<file path="src/mgmt_pkg.sv">
// Package of register offsets, field positions and reset values for the management bank
package mgmt_pkg;

  // ==========================================================
  // Register numbers
  localparam logic [4:0] REG_BASIC_CONTROL = 5'h00;
  localparam logic [4:0] REG_BASIC_STATUS = 5'h01;
  localparam logic [4:0] REG_CONTROL_STATUS_INDICATION = 5'h1B;
  localparam logic [4:0] REG_INTERNAL_TEST_CONTROLS = 5'h1C;
  localparam logic [4:0] REG_INTERRUPT_SOURCE_FLAGS = 5'h1D;
  localparam logic [4:0] REG_INTERRUPT_MASK = 5'h1E;
  localparam logic [4:0] REG_SPECIAL_CONTROL_STATUS = 5'h1F;

  // ==========================================================
  // Basic control field positions
  localparam int CTL_SOFT_RESET = 15;
  localparam int CTL_LOOPBACK = 14;
  localparam int CTL_SPEED = 13;
  localparam int CTL_AN_ENABLE = 12;
  localparam int CTL_POWER_DOWN = 11;
  localparam int CTL_ISOLATE = 10;
  localparam int CTL_AN_RESTART = 9;
  localparam int CTL_DUPLEX = 8;
  localparam int CTL_COL_TEST = 7;

  // ==========================================================
  // Basic status field positions and constant capability bits
  localparam int STS_AN_DONE = 5;
  localparam int STS_REMOTE_FAULT = 4;
  localparam int STS_LINK = 2;
  localparam int STS_JABBER = 1;
  localparam logic [15:0] STS_CAPABILITY = 16'h7809;

  // ==========================================================
  // Vendor register fields
  localparam logic [15:0] IRQ_FLAG_MASK = 16'h00FE;
  localparam int SCS_AN_DONE = 12;
  localparam int SCS_GPO_LSB = 7;
  localparam int SCS_CODER = 6;
  localparam int SCS_SPEED_LSB = 2;
  localparam int SCS_SCRAMBLE_OFF = 0;
  localparam logic [15:0] SCS_WRITE_MASK = 16'h03C1;
  localparam logic [15:0] SCS_RESET = 16'h0040;
  localparam logic [15:0] CSI_RESET = 16'h0000;
  localparam logic [15:0] CSI_WRITE_MASK = 16'h3800;
  localparam logic [15:0] MASK_RESET = 16'h0000;

  // ==========================================================
  // Soft reset duration in management clocks
  localparam logic [3:0] SOFT_RESET_CYCLES = 4'h8;

  // Management access request
  typedef struct packed {
    logic wr;
    logic rd;
    logic [4:0] addr;
    logic [15:0] wdata;
  } mgmt_req_s;

  // Live line-side status inputs
  typedef struct packed {
    logic link_up;
    logic remote_fault;
    logic jabber;
    logic an_done;
    logic [2:0] speed_ind;
    logic [6:0] irq_events;
  } line_status_s;

endpackage

</file>
<file path="src/soft_reset_timer.sv">
// Soft reset pulse stretcher for the management bank
`timescale 1ns/1ps
module soft_reset_timer
  import mgmt_pkg::*;
(
  // Clock and reset
  input wire logic ref_clk_in,
  input wire logic rst_in,
  // Control
  input wire logic start_in,
  output logic busy_out
);

  // ==========================================================
  // Counter
  logic [3:0] count_reg;
  logic [3:0] count_next;
  logic busy_reg;
  logic busy_next;

  always_comb begin
    count_next = count_reg;
    busy_next = busy_reg;
    if (start_in) begin
      count_next = SOFT_RESET_CYCLES;
      busy_next = 1'b1;
    end else if (busy_reg) begin
      count_next = count_reg - 4'h1;
      if (count_reg == 4'h1) begin
        busy_next = 1'b0;
      end
    end
  end

  always_ff @(posedge ref_clk_in or posedge rst_in) begin
    if (rst_in) begin
      count_reg <= 4'h0;
      busy_reg <= 1'b0;
    end else begin
      count_reg <= count_next;
      busy_reg <= busy_next;
    end
  end

  assign busy_out = busy_reg;

endmodule

</file>
<file path="src/phy_management_register_bank.sv">
// Management register bank: control, status and vendor registers
//
// Notes on behaviour
// RL1: Only listed register numbers respond; others unsupported.
// RL2: Soft reset bit self-clears when reset completes.
// RL3: Manager writes soft reset alone, others zero.
// RL4: Manual speed and duplex apply only without negotiation; the outputs carry the raw bits whatever an_enable_out is.
// RL5: Negotiation enable bit overrides manual speed, duplex; the bank does not gate speed_100_out or full_duplex_out by it.
// RL6: Restart negotiation bit self-clears after the restart.
// RL7: Power-down bit selects general power-down, resets zero.
// RL8: Isolate bit stops driving the media interface.
// RL9: Collision test bit; low seven bits read zero.
// RL10: Speed, negotiation, isolate, duplex reset from straps.
// RL11: Status capability bits read as fixed constants.
// RL12: Negotiation complete bit follows process completion.
// RL13: Remote fault and jabber latch high, clear on read.
// RL14: Link bit latches low until status read.
// RL15: Seven interrupt flags in 7:1, mask register matches.
// RL16: Special register fields: done, outputs, coder, speed.
// RL17: Reserved bits ignore writes and read as zero.
`timescale 1ns/1ps
module phy_management_register_bank
  import mgmt_pkg::*;
(
  // Clock and reset
  input wire logic ref_clk_in,
  input wire logic rst_in,
  // Serial management port access
  input wire mgmt_req_s req_in,
  output logic [15:0] rdata_out,
  output logic rvalid_out,
  output logic supported_out,
  // Configuration straps
  input wire logic [2:0] mode_strap_in,
  // Line status
  input wire line_status_s line_in,
  // Controls to the transceiver
  output logic soft_reset_out,
  output logic an_enable_out,
  output logic an_restart_out,
  output logic speed_100_out,
  output logic full_duplex_out,
  output logic power_down_out,
  output logic isolate_out,
  output logic col_test_out,
  output logic loopback_out,
  output logic [2:0] general_output_bit_out,
  output logic block_coder_enable_out,
  output logic scramble_disable_out,
  output logic [6:0] irq_mask_out
);

  // ==========================================================
  // State
  logic [15:0] ctl_reg;
  logic [15:0] ctl_next;
  logic strap_load_reg;
  logic strap_load_next;
  logic fault_reg, fault_next;
  logic jabber_reg, jabber_next;
  logic link_reg, link_next;
  logic [15:0] csi_reg, csi_next;
  logic [6:0] flags_reg, flags_next;
  logic [6:0] mask_reg, mask_next;
  logic [15:0] scs_reg, scs_next;
  logic [15:0] rdata_reg, rdata_next;
  logic rvalid_reg, rvalid_next;
  logic supported_reg, supported_next;
  logic restart_pulse_reg, restart_pulse_next;
  logic sr_busy;
  logic sr_start;
  logic sr_busy_d_reg;
  logic sr_done;

  // Supported register numbers
  function automatic logic is_supported(input logic [4:0] a);
    is_supported = (a <= 5'h06) || (a >= 5'h10 && a <= 5'h12) ||
                   (a >= 5'h14 && a <= 5'h17) || (a >= 5'h1B); // [RL1]
  endfunction

  // Strap-derived control defaults
  function automatic logic [15:0] strap_ctl(input logic [2:0] m);
    logic [15:0] v;
    v = 16'h0000;
    v[CTL_SPEED] = m[0];
    v[CTL_DUPLEX] = m[1];
    v[CTL_AN_ENABLE] = m[2];
    v[CTL_ISOLATE] = (m == 3'h0);
    strap_ctl = v; // [RL10]
  endfunction

  soft_reset_timer u_soft_reset_timer (
    .ref_clk_in(ref_clk_in),
    .rst_in(rst_in),
    .start_in(sr_start),
    .busy_out(sr_busy)
  );

  wire logic wr_ctl = req_in.wr && req_in.addr == REG_BASIC_CONTROL;
  wire logic rd_sts = req_in.rd && req_in.addr == REG_BASIC_STATUS;
  wire logic rd_flags = req_in.rd && req_in.addr == REG_INTERRUPT_SOURCE_FLAGS;
  // Manager is expected to write the reset bit alone [RL3]
  // Writes dropped until bit 15 clears, reload edge included
  assign sr_start = wr_ctl && req_in.wdata[CTL_SOFT_RESET] && !ctl_reg[CTL_SOFT_RESET]; // [RL2]
  assign sr_done = sr_busy_d_reg && !sr_busy;

  // ==========================================================
  // Next-state logic
  always_comb begin
    ctl_next = ctl_reg;
    strap_load_next = 1'b0;
    fault_next = fault_reg | line_in.remote_fault;
    jabber_next = jabber_reg | line_in.jabber;
    link_next = link_reg & line_in.link_up;
    csi_next = csi_reg;
    flags_next = flags_reg;
    mask_next = mask_reg;
    scs_next = scs_reg;
    restart_pulse_next = 1'b0;
    rvalid_next = req_in.rd;
    supported_next = is_supported(req_in.addr); // [RL1]
    rdata_next = 16'h0000;
    // Straps caught after reset release, not under it
    if (strap_load_reg) begin
      ctl_next = strap_ctl(mode_strap_in); // [RL10]
    end
    // Clear on read; a new event in the same cycle wins
    if (rd_sts) begin
      fault_next = line_in.remote_fault; // [RL13]
      jabber_next = line_in.jabber; // [RL13]
      link_next = line_in.link_up; // [RL14]
    end
    flags_next = (rd_flags ? 7'h00 : flags_reg) | line_in.irq_events; // [RL15]
    if (wr_ctl && !ctl_reg[CTL_SOFT_RESET]) begin
      ctl_next = req_in.wdata & 16'hFF80; // [RL9] [RL17]
      if (req_in.wdata[CTL_AN_RESTART]) begin
        restart_pulse_next = 1'b1; // [RL6]
      end
      ctl_next[CTL_AN_RESTART] = 1'b0; // [RL6]
    end
    if (req_in.wr && !ctl_reg[CTL_SOFT_RESET]) begin
      unique case (req_in.addr)
        REG_CONTROL_STATUS_INDICATION: csi_next = req_in.wdata & CSI_WRITE_MASK; // [RL17]
        REG_INTERRUPT_MASK: mask_next = req_in.wdata[7:1]; // [RL15]
        REG_SPECIAL_CONTROL_STATUS: scs_next = req_in.wdata & SCS_WRITE_MASK; // [RL16] [RL17]
        default: begin
        end
      endcase
    end
    // Soft reset returns control, CSI, mask and special registers to defaults; bit clears at the end
    if (sr_done) begin
      ctl_next = strap_ctl(mode_strap_in); // [RL2]
      csi_next = CSI_RESET;
      mask_next = MASK_RESET[7:1];
      scs_next = SCS_RESET;
    end
    if (sr_busy) begin
      ctl_next[CTL_SOFT_RESET] = 1'b1; // [RL2]
    end
    if (req_in.rd) begin
      unique case (req_in.addr)
        REG_BASIC_CONTROL: rdata_next = ctl_reg & 16'hFF80; // [RL9]
        REG_BASIC_STATUS: begin
          rdata_next = STS_CAPABILITY; // [RL11]
          rdata_next[STS_AN_DONE] = line_in.an_done; // [RL12]
          rdata_next[STS_REMOTE_FAULT] = fault_reg; // [RL13]
          rdata_next[STS_JABBER] = jabber_reg; // [RL13]
          rdata_next[STS_LINK] = link_reg; // [RL14]
        end
        REG_CONTROL_STATUS_INDICATION: rdata_next = csi_reg;
        REG_INTERRUPT_SOURCE_FLAGS: rdata_next = {8'h00, flags_reg, 1'b0}; // [RL15]
        REG_INTERRUPT_MASK: rdata_next = {8'h00, mask_reg, 1'b0}; // [RL15]
        REG_SPECIAL_CONTROL_STATUS: begin
          rdata_next = scs_reg; // [RL16]
          rdata_next[SCS_AN_DONE] = line_in.an_done; // [RL16]
          rdata_next[SCS_SPEED_LSB +: 3] = line_in.speed_ind; // [RL16]
        end
        // Unsupported and unmodelled registers read zero
        default: rdata_next = 16'h0000; // [RL17]
      endcase
    end
  end

  // ==========================================================
  // Registers
  always_ff @(posedge ref_clk_in or posedge rst_in) begin
    if (rst_in) begin
      ctl_reg <= 16'h0000;
      strap_load_reg <= 1'b1;
      fault_reg <= 1'b0;
      jabber_reg <= 1'b0;
      link_reg <= 1'b0;
      csi_reg <= CSI_RESET;
      flags_reg <= 7'h00;
      mask_reg <= MASK_RESET[7:1];
      scs_reg <= SCS_RESET;
      rdata_reg <= 16'h0000;
      rvalid_reg <= 1'b0;
      supported_reg <= 1'b0;
      restart_pulse_reg <= 1'b0;
      sr_busy_d_reg <= 1'b0;
    end else begin
      ctl_reg <= ctl_next;
      strap_load_reg <= strap_load_next;
      fault_reg <= fault_next;
      jabber_reg <= jabber_next;
      link_reg <= link_next;
      csi_reg <= csi_next;
      flags_reg <= flags_next;
      mask_reg <= mask_next;
      scs_reg <= scs_next;
      rdata_reg <= rdata_next;
      rvalid_reg <= rvalid_next;
      supported_reg <= supported_next;
      restart_pulse_reg <= restart_pulse_next;
      sr_busy_d_reg <= sr_busy;
    end
  end

  // ==========================================================
  // Outputs, all from flip-flops
  assign rdata_out = rdata_reg;
  assign rvalid_out = rvalid_reg;
  assign supported_out = supported_reg;
  assign soft_reset_out = ctl_reg[CTL_SOFT_RESET];
  assign an_enable_out = ctl_reg[CTL_AN_ENABLE]; // [RL5]
  assign an_restart_out = restart_pulse_reg; // [RL6]
  // Raw manual bits; the consumer ignores them while negotiation runs
  assign speed_100_out = ctl_reg[CTL_SPEED]; // [RL4]
  assign full_duplex_out = ctl_reg[CTL_DUPLEX]; // [RL4]
  assign power_down_out = ctl_reg[CTL_POWER_DOWN]; // [RL7]
  assign isolate_out = ctl_reg[CTL_ISOLATE]; // [RL8]
  assign col_test_out = ctl_reg[CTL_COL_TEST]; // [RL9]
  assign loopback_out = ctl_reg[CTL_LOOPBACK];
  assign general_output_bit_out = scs_reg[SCS_GPO_LSB +: 3]; // [RL16]
  assign block_coder_enable_out = scs_reg[SCS_CODER]; // [RL16]
  assign scramble_disable_out = scs_reg[SCS_SCRAMBLE_OFF]; // [RL16]
  assign irq_mask_out = mask_reg;

endmodule

</file>
<file path="config.mk">
export PLATFORM = sky130hd
export DESIGN_NAME = phy_management_register_bank
export DESIGN_NICKNAME = d
export VERILOG_FILES = /design/src/mgmt_pkg.sv /design/src/soft_reset_timer.sv /design/src/phy_management_register_bank.sv
export SDC_FILE = /design/constraint.sdc
export NUM_CORES = 1
export LEC_CHECK = 0
export ABC_CLOCK_PERIOD_IN_PS = 2000
export BUFFER_PORTS_ARGS = -buffer_cell sky130_fd_sc_hd__buf_2
export CORE_MARGIN = 4
export CORE_UTILIZATION = 53
export CTS_BUF_LIST = sky130_fd_sc_hd__clkbuf_8
export DETAILED_ROUTE_END_ITERATION = 10
export HOLD_SLACK_MARGIN = 0.03
export PLACE_DENSITY = 0.82
export SLEW_MARGIN = 30
export SYNTH_ARGS = -nofsm -noshare
export SYNTH_HDL_FRONTEND = slang
export SYNTH_SLANG_ARGS = --single-unit
</file>
<file path="constraint.sdc">
create_clock -name ref_clk_in -period 2 [get_ports ref_clk_in]
set_input_delay 0.1 -clock ref_clk_in [delete_from_list [all_inputs] [get_ports ref_clk_in]]
set_output_delay 0.1 -clock ref_clk_in [all_outputs]
set_load 0.05 [all_outputs]
</file>
==> results_tabular.tex <==
\begin{tabular}{lr}
\hline
Metric & Value \\
\hline
\multicolumn{2}{l}{\textbf{Drt}} \\
Ratio of routed vias to standard cells & $\sim$5.4 \\
DRC marker count from the first detailed-route iteration & 148 \\
Total wirelength of the detailed-routed design & around 6800 microns \\
Vias & around 2.3k \\
Average wire length per cell after detail routing & 16.2 microns \\
Drc violations & 0 \\
Final antenna-violating net count & 0 \\
Length of the first detailed-routing pass in iterations & 5 \\
\multicolumn{2}{l}{\textbf{Yosys}} \\
Synth async-reset ratio & 1.00 \\
Number of synthesized register bits & 59 \\
Mapped Cells & between 200 and 250 \\
Average instance area after synthesis & about 11 sq um \\
Proportion of synthesized chip area in sequential cells & 0.557 \\
Most common flop cell mapped by yosys & dfrtp\_1 \\
Post-synth EDFFs & 0 \\
Unique cell type count in the Yosys netlist & 47 \\
Post-synth net total & 286 \\
Number of warnings printed during yosys synthesis & 0 \\
Post-Synthesis Cell Area & 2650 sq um \\
\multicolumn{2}{l}{\textbf{Critical path}} \\
Chain of cells forming the critical path & nor2b\_1 -> and3\_1 -> a22oi\_1 -> o21bai\_1 \\
Critical Path AT & 1.85 ns \\
WS Path Type & flop to flop \\
Master of the slowest instance on the critical path & and3\_1 \\
Critical Path Max Stage Delay & around 0.46 ns \\
CP Max Fanout & 9 \\
Data required time at the worst endpoint & 2.25 ns \\
Startpoint type of the worst setup path & flop \\
Critical path capture point type & flop \\
\multicolumn{2}{l}{\textbf{Timing}} \\
Share of the clock period used by the worst path after layout & 0.797 \\
Relative slew slack & 0.586 \\
Count of endpoints failing hold in the final timing report & 0 \\
Max Fclk & $\sim$630 MHz \\
Final Critical Period & 1.59 ns \\
Clock skew after layout & 0.00877 ns \\
Count of endpoints failing setup in the final report & 0 \\
Actual slew at the worst max-slew pin & roughly 0.62 ns \\
Sum Neg Setup Slack & 0 ns \\
Worst hold slack across all endpoints & 0.0314 ns \\
Max Slew Vio Count & 0 \\
Setup repair after global routing missed its margin & false \\
\multicolumn{2}{l}{\textbf{Global route}} \\
Via count of the first global-routing pass & 2326 \\
Met1 Usage GRT & 0.311 \\
Residual overflow from global routing & 0 \\
Total global routing track utilization & 0.238 \\
Global-route met2 utilization & 0.377 \\
Busiest grt layer & met2 \\
Global routing met3 resource utilization & 0.0465 \\
Pin count of the biggest net entering global routing & 37 \\
First-pass GRT wire length & around 11000 microns \\
Initial antenna violation count & 0 \\
\multicolumn{2}{l}{\textbf{Placement}} \\
HPWL after detailed placement & 4630 microns \\
Placer congestion estimate & roughly 0.85 \\
Cell Count Post-Placement & 380 \\
Port buffer count & 80 \\
\multicolumn{2}{l}{\textbf{Power and ir drop}} \\
Areal power density over the cells & $\sim$990 nW/um\^{}2 \\
LEAKAGE & around 1.7 nW \\
Maximum vdd drop & 0.769 mV \\
\multicolumn{2}{l}{\textbf{Clock tree}} \\
Number of buffers inserted during clock tree synthesis & 9 \\
CTS Root Cell & clkbuf\_8 \\
Clock Tree Buf Depth & 2 \\
Hold-fix buffers at CTS & 23 \\
Clock Latency Late Sink & 0.33 ns \\
Clock sink count & just under 60 \\
H-Tree Depth & 3 \\
CTS clk-pin slew, worst paths & 0.06 ns \\
CTS resizes & 0 \\
TritonCTS clock tree & done \\
Buffers inserted during post-CTS setup optimization & 0 \\
\multicolumn{2}{l}{\textbf{Floorplan}} \\
Starting density of the core & 0.555 \\
Floorplan Core Area & 4790 sq um \\
Top-level I/O count & 81 \\
Die width & approximately 79 microns \\
Total Die Area & 6200 sq um \\
Die span in y & a little under 80 microns \\
Standard-cell rows & 25 \\
\multicolumn{2}{l}{\textbf{Cells and area}} \\
NumNets Final & 391 \\
Diode insertion count for antenna repair & 0 \\
Post-Layout Cell Count & $\sim$420 \\
Share of post-route cells with drive strength above 1 & 0.335 \\
Largest register FFs & 16 \\
Area added between synthesis and finish & 33.3\% \\
\multicolumn{2}{l}{\textbf{Status}} \\
Run status & complete, no violations \\
\multicolumn{2}{l}{\textbf{Run}} \\
Number of maximum-capacitance constraint violations & 0 \\
\multicolumn{2}{l}{\textbf{Hold path}} \\
Worst min path class & input port to flop \\
\hline
\end{tabular}
[worst max-delay path: cells and delay by family (launching register included)]
family	cells	cell delay (ns)
AND/OR/NAND/NOR	2	0.81
AO/OA/AOI/OAI	2	0.30
flip-flops	1	0.41
[cell families (layout without fill, tap and decap cells)]
logic type	Yosys count	in the layout	synth area share
AOI/OAI and AO/OA	63	63	0.159
xor gates and xnor gates	3	3	0.00990
adders and majority gates	2	2	0.00943
buffers and inverters	16	126	0.0330
DFF	59	59	0.557
muxes	15	15	0.0575
other	1	1	0.00141
and+or+nand+nor	83	83	0.172
[synth_stat cells, types with 2 or more instances]
| cell | instances | area, sq um |
|---|---|---|
| a211oi_1 | 2 | 15.0 |
| a21o_1 | 9 | 67.6 |
| a21oi_1 | 19 | 95.1 |
| a21oi_2 | 2 | 17.5 |
| a221oi_1 | 2 | 17.5 |
| a22o_1 | 2 | 17.5 |
| a22oi_1 | 5 | 37.5 |
| a2bb2oi_1 | 4 | 35.0 |
| and2_1 | 2 | 12.5 |
| and3_1 | 2 | 12.5 |
| and3_2 | 3 | 22.5 |
| buf_2 | 3 | 15.0 |
| buf_4 | 2 | 15.0 |
| buf_6 | 2 | 22.5 |
| clkbuf_1 | 4 | 15.0 |
| dfrtp_1 | 57 | 1430 |
| dfstp_2 | 2 | 52.6 |
| ha_1 | 2 | 25.0 |
| inv_1 | 4 | 15.0 |
| mux2_2 | 2 | 22.5 |
| mux2i_1 | 13 | 130 |
| nand2_1 | 20 | 75.1 |
| nand2b_1 | 2 | 12.5 |
| nand3_1 | 10 | 50.1 |
| nor2_1 | 26 | 97.6 |
| nor2b_1 | 4 | 25.0 |
| nor2b_2 | 2 | 17.5 |
| nor3_1 | 4 | 20.0 |
| nor3_4 | 2 | 32.5 |
| o21ai_0 | 8 | 40.0 |
| o22ai_1 | 4 | 25.0 |
| xnor2_1 | 2 | 17.5 |
[final cells by class]
cell class | count | area, sq um
inverters | 4 | 15.0
clock inverters | 4 | 41.3
clock buffers | 12 | 165
well taps | 67 | 83.8
multi-input cells | 167 | 1090
flip-flops and latches | 59 | 1480
fillers | 371 | 1250
repair buffers | 106 | 666
[path summary, 6_finish.rpt]
check,startpoint,to,slack [ns],cells after the start
min in group asynchronous,rst_in,rdata_out[0]$_DFF_PP0_,0.34,3
max in group asynchronous,rst_in,scs_reg[6]$_DFFE_PP1P_,1.03,4
max,ctl_reg[15]$_DFFE_PP0P_,ctl_reg[15]$_DFFE_PP0P_,0.41,4
max reg2reg,ctl_reg[15]$_DFFE_PP0P_,ctl_reg[15]$_DFFE_PP0P_,0.41,4
min,req_in[13],csi_reg[13]$_DFFE_PP0P_,0.03,3
min reg2reg,flags_reg[4]$_DFF_PP0_,flags_reg[4]$_DFF_PP0_,0.48,1
[power by group]
| part | internal [W] | leakage [nW] | total, W | switching (W) |
|---|---|---|---|---|
| combinational | 0.000308 | 0.882 | 0.000916 | 0.000608 |
| sequential | 0.00134 | 0.742 | 0.00148 | 0.000140 |
| clock | 0.000664 | 0.116 | 0.00111 | 0.000449 |
[metrics by stage]
step / util / area [sq um] / power, W / setup slack [ns]
floorplan: - / 2650 / 0.00212 / 0.398
global placement: 0.648 / 3100 / 0.00234 / 0.496
detailed placement: 0.648 / 3100 / 0.00238 / 0.397
CTS: 0.739 / 3540 / 0.00351 / 0.389
global route: 0.739 / 3540 / 0.00368 / 0.272
finish: 0.739 / 3540 / 0.00351 / 0.407
[metal layers]
layer / up-vias / share of wire
met5: - / 0
met4: 0 / 0.021
met3: 13 / 0.071
met2: 92 / 0.50
met1: 1093 / 0.41
li1: 1072 / -
[layout by cell type, fill, tap and decap left out, types with 3 or more instances in the layout]
master | netlist | routed
a21o_1 | 9 | 9
a21oi_1 | 19 | 19
a22oi_1 | 5 | 5
a2bb2oi_1 | 4 | 4
and3_2 | 3 | 3
buf_2 | 3 | 80
clkbuf_8 | 0 | 12
dfrtp_1 | 57 | 57
dlygate4sd3_1 | 0 | 23
inv_1 | 4 | 6
mux2i_1 | 13 | 13
nand2_1 | 20 | 20
nand3_1 | 10 | 10
nor2_1 | 26 | 26
nor2b_1 | 4 | 4
nor3_1 | 4 | 4
o21ai_0 | 8 | 8
o22ai_1 | 4 | 4
Note: power is estimated with default switching activity, not from simulation.
